$ cat src/verilog/wdt_cfg_pkg.sv
package wdt_cfg_pkg;

  // host i/o ports
  localparam logic [15:0] INDEX_PORT      = 16'h002e;
  localparam logic [15:0] DATA_PORT       = 16'h002f;

  // unlock key, written in this order to the index port
  localparam logic [7:0]  KEY_BYTE0       = 8'h87;
  localparam logic [7:0]  KEY_BYTE1       = 8'h01;
  localparam logic [7:0]  KEY_BYTE2       = 8'h55;
  localparam logic [7:0]  KEY_BYTE3       = 8'h55;

  // configuration indices
  localparam logic [7:0]  IDX_CFG_CTRL    = 8'h02;
  localparam logic [7:0]  IDX_LDN         = 8'h07;
  localparam logic [7:0]  IDX_WDT_CTRL    = 8'h71;
  localparam logic [7:0]  IDX_WDT_CFG     = 8'h72;
  localparam logic [7:0]  IDX_WDT_TIME    = 8'h73;
  localparam logic [7:0]  LDN_WATCHDOG    = 8'h07;

  // config_control bits
  localparam int          CC_RESET_BIT    = 0;
  localparam int          CC_EXIT_BIT     = 1;

  // watchdog_control bits
  localparam int          WC_IR_BIT       = 7;
  localparam int          WC_MOUSE_BIT    = 6;
  localparam int          WC_KBD_BIT      = 5;
  localparam int          WC_GAME_BIT     = 4;
  localparam int          WC_FORCE_BIT    = 1;
  localparam logic [7:0]  WC_STORE_MASK   = 8'hf0;

  // watchdog_configuration bits
  localparam int          CF_UNIT_BIT     = 7;
  localparam int          CF_PULSE_BIT    = 6;
  localparam int          CF_IRQ_MSB      = 3;
  localparam int          CF_IRQ_LSB      = 0;
  localparam logic [7:0]  CF_STORE_MASK   = 8'hcf;

  localparam logic [7:0]  REG_RESET       = 8'h00;
  localparam logic [7:0]  FLOAT_READ      = 8'hff;
  localparam int          IRQ_LINES       = 16;

  // timing
  localparam int unsigned CLK_PERIOD_NS   = 10;
  localparam int unsigned SECOND_NS       = 1000000000;
  localparam int unsigned SECOND_CYCLES   = SECOND_NS / CLK_PERIOD_NS;
  localparam logic [5:0]  MINUTE_LAST_SEC = 6'd59;
  localparam int unsigned PULSE_NS        = 640;
  localparam int unsigned PULSE_CYCLES_I  = PULSE_NS / CLK_PERIOD_NS;
  localparam logic [7:0]  PULSE_CYCLES    = 8'(PULSE_CYCLES_I);

  typedef enum {
    KEY_WAIT,
    KEY_GOT1,
    KEY_GOT2,
    KEY_GOT3,
    CFG_ACTIVE
  } key_state_e;

endpackage : wdt_cfg_pkg

$ cat src/verilog/superio_watchdog_config.sv
// Function
// - reset: config locked, keyboard unit enabled only if strap set
// - keyboard unit enable taken from strap
// - key 87 01 55 55 unlocks configuration
// - unlocked: index port 2Eh, data 2Fh
// - registers reachable only in configuration mode
// - index 07h selects logical device routing
// - control bit 1 exits to key wait
// - config control write only, one-shot bits
// - control bit 0 restores power-on values
// - watchdog regs device 07h, 71h-73h, reset 00h
// - infrared interrupt restarts count when enabled
// - mouse or keyboard interrupt restarts count
// - game port access restarts count
// - force time-out bit, self clearing
// - status bit set when count reaches zero
// - unit select and pulsed reset enable
// - eight-bit time-out value register
// - interrupt line select, zero selects none
module superio_watchdog_config
  import wdt_cfg_pkg::*;
#(
  parameter int unsigned  SECOND_TICKS   = SECOND_CYCLES,
  parameter logic [15:0]  GAME_PORT_BASE = 16'h0201
) (
  input  wire logic        CLK_IN,
  input  wire logic        RST_IN,
  input  wire logic [15:0] IO_ADDR_IN,
  input  wire logic        IO_WR_IN,
  input  wire logic        IO_RD_IN,
  input  wire logic [7:0]  IO_WDATA_IN,
  output logic      [7:0]  IO_RDATA_OUT,
  input  wire logic        KBD_ENABLE_STRAP_IN,
  input  wire logic        IR_IRQ_IN,
  input  wire logic        MOUSE_IRQ_IN,
  input  wire logic        KBD_IRQ_IN,
  output logic             CONFIG_MODE_OUT,
  output logic             KBD_UNIT_ENABLE_OUT,
  output logic             WDT_STATUS_OUT,
  output logic             PULSED_RESET_OUT,
  output logic      [15:0] IRQ_LINES_OUT
);

  key_state_e  key_state;
  key_state_e  restart_key;
  logic [7:0]  index;
  logic [7:0]  logical_device_number;
  logic [7:0]  wdt_ctrl;
  logic [7:0]  wdt_cfg;
  logic [7:0]  wdt_time;
  logic [7:0]  watchdog_counter;
  logic        wdt_status;
  logic        strap_taken;
  logic        strap_value;
  logic [2:0]  irq_prev;
  logic [2:0]  irq_rise;
  logic [5:0]  min_cnt;
  logic [7:0]  pulse_cnt;
  logic        sec_tick;
  logic        unit_tick;
  logic        idx_wr;
  logic        idx_rd;
  logic        data_wr;
  logic        data_rd;
  logic        cfg_on;
  logic        wdt_sel;
  logic        reg_wr;
  logic        cc_write;
  logic        cfg_exit;
  logic        cfg_reset;
  logic        wc_write;
  logic        cf_write;
  logic        time_write;
  logic        force_out;
  logic        game_hit;
  logic        restart;
  logic        expire;
  logic [3:0]  irq_sel;

  // port decode
  assign idx_wr  = IO_WR_IN && (IO_ADDR_IN == INDEX_PORT);
  assign idx_rd  = IO_RD_IN && (IO_ADDR_IN == INDEX_PORT);
  assign data_wr = IO_WR_IN && (IO_ADDR_IN == DATA_PORT);
  assign data_rd = IO_RD_IN && (IO_ADDR_IN == DATA_PORT);
  assign cfg_on  = (key_state == CFG_ACTIVE);
  assign wdt_sel = (logical_device_number == LDN_WATCHDOG);
  assign reg_wr  = cfg_on && data_wr;

  // one-shot commands, nothing is stored
  assign cc_write  = reg_wr && (index == IDX_CFG_CTRL);
  assign cfg_exit  = cc_write && IO_WDATA_IN[CC_EXIT_BIT];
  assign cfg_reset = cc_write && IO_WDATA_IN[CC_RESET_BIT];

  assign wc_write   = reg_wr && wdt_sel && (index == IDX_WDT_CTRL);
  assign cf_write   = reg_wr && wdt_sel && (index == IDX_WDT_CFG);
  assign time_write = reg_wr && wdt_sel && (index == IDX_WDT_TIME);
  assign force_out  = wc_write && IO_WDATA_IN[WC_FORCE_BIT];
  assign irq_sel    = wdt_cfg[CF_IRQ_MSB:CF_IRQ_LSB];

  // a wrong byte restarts the key, but may itself be a new first byte
  assign restart_key = (IO_WDATA_IN == KEY_BYTE0) ? KEY_GOT1 : KEY_WAIT;

  always_ff @(posedge CLK_IN or posedge RST_IN) begin
    if (RST_IN) begin
      key_state <= KEY_WAIT;
    end else begin
      case (key_state)
        KEY_WAIT: begin
          if (idx_wr) begin
            key_state <= restart_key;
          end
        end
        KEY_GOT1: begin
          if (idx_wr) begin
            key_state <= (IO_WDATA_IN == KEY_BYTE1) ? KEY_GOT2 : restart_key;
          end
        end
        KEY_GOT2: begin
          if (idx_wr) begin
            key_state <= (IO_WDATA_IN == KEY_BYTE2) ? KEY_GOT3 : restart_key;
          end
        end
        KEY_GOT3: begin
          if (idx_wr) begin
            key_state <= (IO_WDATA_IN == KEY_BYTE3) ? CFG_ACTIVE : restart_key;
          end
        end
        CFG_ACTIVE: begin
          if (cfg_exit) begin
            key_state <= KEY_WAIT;
          end
        end
        default: begin
          key_state <= KEY_WAIT;
        end
      endcase
    end
  end

  // index and logical device selection
  always_ff @(posedge CLK_IN or posedge RST_IN) begin
    if (RST_IN) begin
      index                 <= REG_RESET;
      logical_device_number <= REG_RESET;
    end else begin
      if (cfg_on && idx_wr) begin
        index <= IO_WDATA_IN;
      end
      if (cfg_reset) begin
        logical_device_number <= REG_RESET;
      end else if (reg_wr && (index == IDX_LDN)) begin
        logical_device_number <= IO_WDATA_IN;
      end
    end
  end

  // strap caught on the first edge after reset release
  always_ff @(posedge CLK_IN or posedge RST_IN) begin
    if (RST_IN) begin
      strap_taken         <= 1'b0;
      strap_value         <= 1'b0;
      KBD_UNIT_ENABLE_OUT <= 1'b0;
    end else if (!strap_taken) begin
      strap_taken         <= 1'b1;
      strap_value         <= KBD_ENABLE_STRAP_IN;
      KBD_UNIT_ENABLE_OUT <= KBD_ENABLE_STRAP_IN;
    end else if (cfg_reset) begin
      KBD_UNIT_ENABLE_OUT <= strap_value;
    end
  end

  // watchdog registers
  always_ff @(posedge CLK_IN or posedge RST_IN) begin
    if (RST_IN) begin
      wdt_ctrl <= REG_RESET;
      wdt_cfg  <= REG_RESET;
      wdt_time <= REG_RESET;
    end else if (cfg_reset) begin
      wdt_ctrl <= REG_RESET;
      wdt_cfg  <= REG_RESET;
      wdt_time <= REG_RESET;
    end else begin
      if (wc_write) begin
        wdt_ctrl <= IO_WDATA_IN & WC_STORE_MASK;
      end
      if (cf_write) begin
        wdt_cfg <= IO_WDATA_IN & CF_STORE_MASK;
      end
      if (time_write) begin
        wdt_time <= IO_WDATA_IN;
      end
    end
  end

  // restart sources; interrupts are taken on their rising edge
  always_ff @(posedge CLK_IN or posedge RST_IN) begin
    if (RST_IN) begin
      irq_prev <= 3'h0;
    end else begin
      irq_prev <= {IR_IRQ_IN, MOUSE_IRQ_IN, KBD_IRQ_IN};
    end
  end

  assign irq_rise = {IR_IRQ_IN, MOUSE_IRQ_IN, KBD_IRQ_IN} & ~irq_prev;
  assign game_hit = (IO_RD_IN || IO_WR_IN) && (IO_ADDR_IN == GAME_PORT_BASE);
  assign restart  = (irq_rise[2] && wdt_ctrl[WC_IR_BIT])
                 || (irq_rise[1] && wdt_ctrl[WC_MOUSE_BIT])
                 || (irq_rise[0] && wdt_ctrl[WC_KBD_BIT])
                 || (game_hit && wdt_ctrl[WC_GAME_BIT]);

  // time base
  tick_divider #(
    .DIVIDE   (SECOND_TICKS)
  ) second_div (
    .clk_in   (CLK_IN),
    .rst_in   (RST_IN),
    .tick_out (sec_tick)
  );

  always_ff @(posedge CLK_IN or posedge RST_IN) begin
    if (RST_IN) begin
      min_cnt <= 6'h00;
    end else if (sec_tick) begin
      min_cnt <= (min_cnt == MINUTE_LAST_SEC) ? 6'h00 : min_cnt + 6'h01;
    end
  end

  assign unit_tick = wdt_cfg[CF_UNIT_BIT] ? sec_tick
                   : (sec_tick && (min_cnt == MINUTE_LAST_SEC));

  assign expire = force_out
               || (unit_tick && (watchdog_counter == 8'h01) && !restart
                   && !time_write && !cfg_reset);

  // count: explicit loads beat the tick
  always_ff @(posedge CLK_IN or posedge RST_IN) begin
    if (RST_IN) begin
      watchdog_counter <= REG_RESET;
    end else if (cfg_reset) begin
      watchdog_counter <= REG_RESET;
    end else if (force_out) begin
      watchdog_counter <= REG_RESET;
    end else if (time_write) begin
      watchdog_counter <= IO_WDATA_IN;
    end else if (restart) begin
      watchdog_counter <= wdt_time;
    end else if (unit_tick && (watchdog_counter != 8'h00)) begin
      watchdog_counter <= watchdog_counter - 8'h01;
    end
  end

  // status: a clearing load in the same cycle blocks the tick's set; a forced set wins over a restart
  always_ff @(posedge CLK_IN or posedge RST_IN) begin
    if (RST_IN) begin
      wdt_status <= 1'b0;
    end else if (expire) begin
      wdt_status <= 1'b1;
    end else if (cfg_reset) begin
      wdt_status <= 1'b0;
    end else if (time_write && (IO_WDATA_IN != 8'h00)) begin
      wdt_status <= 1'b0;
    end else if (restart && (wdt_time != 8'h00)) begin
      wdt_status <= 1'b0;
    end
  end

  assign WDT_STATUS_OUT  = wdt_status;
  assign CONFIG_MODE_OUT = cfg_on;

  // reset pulse on time-out
  always_ff @(posedge CLK_IN or posedge RST_IN) begin
    if (RST_IN) begin
      pulse_cnt        <= 8'h00;
      PULSED_RESET_OUT <= 1'b0;
    end else if (expire && wdt_cfg[CF_PULSE_BIT]) begin
      pulse_cnt        <= PULSE_CYCLES;
      PULSED_RESET_OUT <= 1'b1;
    end else if (pulse_cnt != 8'h00) begin
      pulse_cnt        <= pulse_cnt - 8'h01;
      PULSED_RESET_OUT <= (pulse_cnt != 8'h01);
    end
  end

  // interrupt line held while status is set
  for (genvar i = 0; i < IRQ_LINES; i++) begin : g_irq
    always_ff @(posedge CLK_IN or posedge RST_IN) begin
      if (RST_IN) begin
        IRQ_LINES_OUT[i] <= 1'b0;
      end else begin
        IRQ_LINES_OUT[i] <= wdt_status && (irq_sel != 4'h0)
                         && (irq_sel == 4'(i));
      end
    end
  end

  // read path; outside configuration mode the data port floats high
  always_ff @(posedge CLK_IN or posedge RST_IN) begin
    if (RST_IN) begin
      IO_RDATA_OUT <= FLOAT_READ;
    end else if (cfg_on && idx_rd) begin
      IO_RDATA_OUT <= index;
    end else if (cfg_on && data_rd) begin
      case (index)
        IDX_LDN:      IO_RDATA_OUT <= logical_device_number;
        IDX_WDT_CTRL: IO_RDATA_OUT <= wdt_sel ?
                        (wdt_ctrl | {7'h00, wdt_status}) : REG_RESET;
        IDX_WDT_CFG:  IO_RDATA_OUT <= wdt_sel ? wdt_cfg : REG_RESET;
        IDX_WDT_TIME: IO_RDATA_OUT <= wdt_sel ? wdt_time : REG_RESET;
        default:      IO_RDATA_OUT <= REG_RESET;
      endcase
    end else if (data_rd || idx_rd) begin
      IO_RDATA_OUT <= FLOAT_READ;
    end
  end
endmodule : superio_watchdog_config

$ cat src/verilog/tick_divider.sv
module tick_divider #(
  parameter int unsigned DIVIDE = 100
) (
  input  wire logic clk_in,
  input  wire logic rst_in,
  output logic      tick_out
);

  localparam int unsigned CW = (DIVIDE > 1) ? $clog2(DIVIDE) : 1;
  localparam logic [CW-1:0] LAST = CW'(DIVIDE - 1);
  localparam logic [CW-1:0] ONE  = CW'(1);

  logic [CW-1:0] count;

  // free running, so the first unit may be short by up to one period
  always_ff @(posedge clk_in or posedge rst_in) begin
    if (rst_in) begin
      count    <= '0;
      tick_out <= 1'b0;
    end else if (count == LAST) begin
      count    <= '0;
      tick_out <= 1'b1;
    end else begin
      count    <= count + ONE;
      tick_out <= 1'b0;
    end
  end

endmodule : tick_divider

$ cat config.mk
export PLATFORM = sky130hd
export DESIGN_NAME = superio_watchdog_config
export DESIGN_NICKNAME = d
export VERILOG_FILES = /design/src/verilog/wdt_cfg_pkg.sv /design/src/verilog/superio_watchdog_config.sv /design/src/verilog/tick_divider.sv
export SDC_FILE = /design/constraint.sdc
export NUM_CORES = 1
export LEC_CHECK = 0
export ABC_CLOCK_PERIOD_IN_PS = 4950
export BUFFER_PORTS_ARGS = -buffer_cell sky130_fd_sc_hd__buf_2
export CAP_MARGIN = 20
export CORE_MARGIN = 2
export CORE_UTILIZATION = 54
export CTS_CLUSTER_SIZE = 28
export DETAILED_ROUTE_END_ITERATION = 6
export PLACE_DENSITY = 0.75
export SLEW_MARGIN = 20
export SYNTH_ARGS = -nofsm -noshare
export SYNTH_HDL_FRONTEND = slang
export SYNTH_SLANG_ARGS = --single-unit
$ cat constraint.sdc
create_clock -name CLK_IN -period 4.95 [get_ports CLK_IN]
set_clock_uncertainty 0.05 [all_clocks]
set_input_delay 1.2375 -clock CLK_IN [delete_from_list [all_inputs] [get_ports CLK_IN]]
set_output_delay 1.2375 -clock CLK_IN [all_outputs]
set_load 0.02 [all_outputs]
## After elaboration in Yosys (flattened, before gate mapping)

Index checks and enable logic that the tools add are counted.

- Register bits: 154
- Output and inout port bits: 28
- Logic and storage cells: 200

- Add/subtract/negate cells: 4
- Eq/ne operators: 42
- Multiplexer cells: 44
- Bitwise gates (word level): 3
- Reduce and logical (&&, ||, !) cells: 73

Operator list:

| operator | count |
|---|---|
| 8-bit two-way mux | 21 |
| 32-bit two-way mux | 5 |
| 32-bit case mux with 5 select lines | 1 |
| 32-bit by 2-bit == test with 1-bit output (second input constant) | 2 |
| 1-bit logical AND | 48 |
| 16-bit by 6-bit == test with 1-bit output (second input constant) | 2 |
| 32-bit by 1-bit == test with 1-bit output (second input constant) | 1 |
| 32-bit by 3-bit == test with 1-bit output (second input constant) | 1 |
| 32-bit by 4-bit == test with 1-bit output (second input constant) | 1 |
| 4-bit == test (second input constant) | 8 |
| 8-bit by 7-bit == test with 1-bit output (second input constant) | 4 |
| 32-bit logical NOT | 1 |
| 8-bit case mux with 4 select lines | 1 |
| 8-bit nonzero test | 4 |
| 27-bit by 1-bit adder with 27-bit output (second input constant) | 1 |
| 27-bit == test (second input constant) | 1 |
| 27-bit two-way mux | 1 |
| 16-bit by 10-bit == test with 1-bit output (second input constant) | 1 |
| 4-bit by 3-bit == test with 1-bit output (second input constant) | 4 |
| 8-bit by 1-bit == test with 1-bit output (second input constant) | 2 |
| 8-bit by 3-bit == test with 1-bit output (second input constant) | 2 |
| 8-bit by 1-bit subtractor with 8-bit output (second input constant) | 2 |
| 1-bit two-way mux | 11 |
| 2-bit != test (second input constant) | 5 |
| 22 further kinds | 36 |

## Depth between registers and ports, before layout

- Depth after elaboration: 13
- Depth in mapped cells: 9

## Hierarchy

Synthesis repeated with hierarchy kept, for this count alone.

- Cells, all modules: 601
- Area, all modules: 6100.9 um2

By module, submodules not included:

| module | instances | cells each | area an instance (um2) | sequential area each (um2) |
|---|---|---|---|---|
| superio_watchdog_config | 1 | 461 | 4689.5 | 2287.2 |
| tick_divider | 1 | 140 | 1411.4 | 700.7 |

## Worst setup path after synthesis

OpenSTA, ideal clock, no wires.

- Path kind: input to register
- From: input IO_ADDR_IN[11]
- To: register watchdog_counter[1]
- Library setup time: 0.121 ns
- Data arrival time: 3.028 ns
- Required time: 4.779 ns
- Setup slack: 1.751 ns
- Cell stages on the path: 7
- Path buffers: 1
- Path through: nor4_4 -> nand3_2 -> or4_1 -> buf_2 -> nor2_4 -> mux2_1 -> a22o_1

- Word-level cells in the longest chain between the ends: 8
- Elaborated cells between the ends (all ways): 18
- Those cells by class: eq/ne (2); mux (4); reduce/logical (12)

RTL lines:

| element | line | text |
|---|---|---|
| start: declaration | superio_watchdog_config.sv:28 | `input wire logic [15:0] IO_ADDR_IN,` |
| 16-bit by 10-bit == test with 1-bit output / 16-bit by 6-bit == test with 1-bit output (equally long branches) | superio_watchdog_config.sv:205, superio_watchdog_config.sv:83 |  |
| 1-bit logical AND, on equally long branches | superio_watchdog_config.sv:205, superio_watchdog_config.sv:83 |  |
| 1-bit logical AND, on equally long branches | superio_watchdog_config.sv:209, superio_watchdog_config.sv:87 |  |
| 1-bit logical OR / 1-bit logical AND (equally long branches) | superio_watchdog_config.sv:209, superio_watchdog_config.sv:94, superio_watchdog_config.sv:96 |  |
| 8-bit two-way mux, or another cell as far along | superio_watchdog_config.sv:245 | `end else if (restart) begin` |
| 8-bit two-way mux / 1-bit logical AND (equally long branches) | superio_watchdog_config.sv:243, superio_watchdog_config.sv:97 |  |
| 8-bit two-way mux | superio_watchdog_config.sv:241 | `end else if (force_out) begin` |
| 8-bit two-way mux | superio_watchdog_config.sv:239 | `end else if (cfg_reset) begin` |
| end signal: assignment | superio_watchdog_config.sv:246 | `watchdog_counter <= wdt_time;` |
| end signal: assignment | superio_watchdog_config.sv:248 | `watchdog_counter <= watchdog_counter - 8'h01;` |
| end: declaration | superio_watchdog_config.sv:51 | `logic [7:0] watchdog_counter;` |

Several ways; a longest one is shown, not always the timed one.
A chain may end at the register's enable or synchronous reset.

## Worst setup path after layout

Same ends and word-level chain as after synthesis.

==> results.json <==
{
  "seq_area_frac_synth": 0.495,
  "cts_hold_buf": 0,
  "worstHoldStart": "second_div.count[0]$_DFF_PP0_",
  "switchingPower_w": 0.000527,
  "diodes": 0,
  "ant_nets": 0,
  "hold_end": "second_div.count[0]$_DFF_PP0_",
  "reg2reg_from": "index[1]$_DFFE_PP0P_",
  "internal-power_w": 0.00167,
  "rsz0062_at_grt": "no",
  "die_area_sq_mm": 0.0120,
  "cts_resized": 0,
  "io_pins": 60,
  "rr_worst_depth": 6,
  "drt_pass1_iterations": 5,
  "syn_nets": 631,
  "cts-root-buf": "clkbuf_8",
  "final_nets": 692,
  "peakVddDrop_uv": 187,
  "port_buffers": 59,
  "hold_path_depth": 1,
  "cts_buffer_depth": 2,
  "start_kind": "input pin",
  "max_stage_delay_ns": 0.76,
  "fillers": 879,
  "routed_wl_um": 13700,
  "clock.fmax_mhz": 328,
  "place_ws_ns": 1.38,
  "wl_per_cell_um": 17.0,
  "crit_family": "simple AND/OR/NAND/NOR gates",
  "gp_congestion": 0.910,
  "track_usage": 0.246,
  "num_rows": 38,
  "drc": 0,
  "vias_per_cell": 5.90,
  "cts.htree.levels": 4,
  "power.leakage_nw": 3.14,
  "path_max_fanout": 9,
  "timing.final.ws_setup_ns": 1.90,
  "core-area_sq_mm": 0.0109,
  "avgSynthCellArea_sq_um": 10.2,
  "synth_edf_count": 0,
  "slew_headroom": 0.378,
  "synth-seq-cells": 119,
  "ys.flop_type": "dfrtp_1",
  "vias": 4755,
  "ys_types": 64,
  "cap_viol_max_count": 0,
  "drive_gt1_frac": 0.206,
  "initial_core_util": 0.554,
  "antenna_found_initial": 0,
  "combPwrFrac": 0.028,
  "hold_viol": 0,
  "grt_max_degree": 57,
  "period_needed_ns": 3.05,
  "regToRegEndpoint": "watchdog_counter[3]$_DFFE_PP0P_",
  "layout-area-overhead-vs-synth_pct": 15.9,
  "numCtsBuffers": 17,
  "die_h_um": 110,
  "worst_path_max_delay_cell": "or4_1",
  "tns_ns": 0,
  "powerDensity_mw_per_mm2": 314,
  "grt_pass1_vias": 4555,
  "cp_cell_sequence": "buf_2, nor4_4, nand3_2, or4_1, nor2_4, mux2_1, a22o_1",
  "cp.arrival_ns": 3.41,
  "criticalPathCategory": "input pin to register",
  "synth_cells": 592,
  "slew_viol_final": 0,
  "clkTransAtPathRegs_ns": 0.06,
  "grt.overflow.total": 0,
  "required_ns": 5.31,
  "p_sw_frac": 0.240,
  "min_period_over_period": 0.617,
  "setup_violations": 0,
  "cts_tree": "done",
  "pwr-share-clk": 0.526,
  "outcome": "finished clean",
  "clock-sinks": 119,
  "grt_pass1_wl_um": 22700,
  "hold_path_class": "register to register",
  "yosysWarnings": 0,
  "post_cts_buffers": 0,
  "die_w_um": 110,
  "path_buf_inv": 1,
  "drtIter0Drc": 424,
  "rrSetupSlack_ns": 2.24,
  "clkLatencyLatePin_ns": 0.52,
  "p_seq_frac": 0.446,
  "endpoint_kind": "register",
  "async_flop_share": 1.00,
  "worstMarginPinSlew_ns": 0.929,
  "syn_area_sq_mm": 0.00604,
  "dp_hpwl_um": 9630
}
## flip-flops by register name (all words and copies together) (netlist names)
signal                 count
index                      8
pulse_cnt                  8
logical_device_number      8
irq_prev                   3
key_state                  3
watchdog_counter           8
KBD_UNIT_ENABLE_OUT        1
strap_taken                1
PULSED_RESET_OUT           1
WDT_STATUS_OUT             1
wdt_cfg                    6
second_div.count          27
second_div.tick_out        1
min_cnt                    6
IRQ_LINES_OUT             16
strap_value                1
IO_RDATA_OUT               8
wdt_time                   8
wdt_ctrl                   4
## cell usage in the layout (no fill, tap or decap), types with 13 or more instances in the layout
| master | instances |
|---|---|
| mux2i_1 | 35 |
| buf_2 | 59 |
| clkbuf_16 | 16 |
| nor3_1 | 15 |
| nand2_1 | 37 |
| xor2_1 | 14 |
| xnor2_1 | 15 |
| dfrtp_1 | 111 |
| nor2_1 | 82 |
| nand3_1 | 19 |
| inv_1 | 17 |
| a21oi_1 | 20 |
| mux2_2 | 13 |
| o21ai_0 | 36 |
## layout make-up
class                      count  area, sq um  share of cell area
multi-input combinational    434         2890               0.412
tap                          140          175              0.0250
inverter                      19         73.8              0.0105
sequential                   119         2990               0.427
clock buffer                  17          414              0.0592
timing repair buffer          62          318              0.0454
clock inverter                15          143              0.0204
## Yosys cell counts (13+ instances only)
| master | n | area, sq um |
|---|---|---|
| dfrtp_1 | 111 | 2780 |
| nor2_1 | 82 | 308 |
| nand2_1 | 37 | 139 |
| o21ai_0 | 36 | 180 |
| mux2i_1 | 35 | 350 |
| a21oi_1 | 20 | 100 |
| nand3_1 | 19 | 95.1 |
| inv_1 | 18 | 67.6 |
| nor3_1 | 15 | 75.1 |
| xnor2_1 | 15 | 131 |
| xor2_1 | 14 | 123 |
| mux2_2 | 13 | 146 |
## how the worst max path moves through the flow
stage                              start                              endpoint  slack (ns)  cells past startpoint
final                     IO_ADDR_IN[11]       watchdog_counter[1]$_DFFE_PP0P_        1.90                      7
after CTS                 IO_ADDR_IN[11]       watchdog_counter[1]$_DFFE_PP0P_        1.92                      7
after global routing      IO_ADDR_IN[11]  logical_device_number[5]$_DFFE_PP0P_        1.76                      7
after floorplan                   RST_IN            IRQ_LINES_OUT[0]$_DFF_PP0_        0.52                      1
after global placement     IO_ADDR_IN[4]       watchdog_counter[1]$_DFFE_PP0P_        1.44                      7
after detailed placement  IO_ADDR_IN[11]       watchdog_counter[1]$_DFFE_PP0P_        1.38                      7
## logic make-up after synthesis
logic type | share of synthesized area
AND/OR/NAND/NOR | 0.226
buffers and inverters | 0.0267
XOR/XNOR | 0.0421
other | 0.00124
adder cells (fa/ha/maj) | 0.0145
AO/OA/AOI/OAI | 0.111
flip-flops | 0.495
multiplexers | 0.0842
## through the flow
step                instances  area (sq um)  utilization  hold slack, ns  power, W
floorplan                 592          6040            -           0.374   0.00103
global placement          774          6440        0.592           0.388   0.00106
detailed placement        774          6440        0.592           0.400   0.00106
CTS                       806          7000        0.643           0.409   0.00221
global route              806          7000        0.643           0.453   0.00227
finish                    806          7000        0.643           0.409   0.00220
## power by group through the flow
stage | clock network [W] | logic [W] | registers [W]
2_1_floorplan | 0 | 0.0000275 | 0.000998
3_3_place_gp | 0 | 0.0000616 | 0.000996
3_5_place_dp | 0 | 0.0000627 | 0.000996
4_1_cts | 0.00117 | 0.0000630 | 0.000979
5_1_grt | 0.00122 | 0.0000697 | 0.000979
6_report | 0.00116 | 0.0000621 | 0.000979
## metal layers
layer  global-route usage  wire length [um]
met5                    0                 0
met4               0.0868               271
met3               0.0581               846
met2                0.390              6410
met1                0.331              6140
No activity file was read; power rests on OpenSTA's default activity.
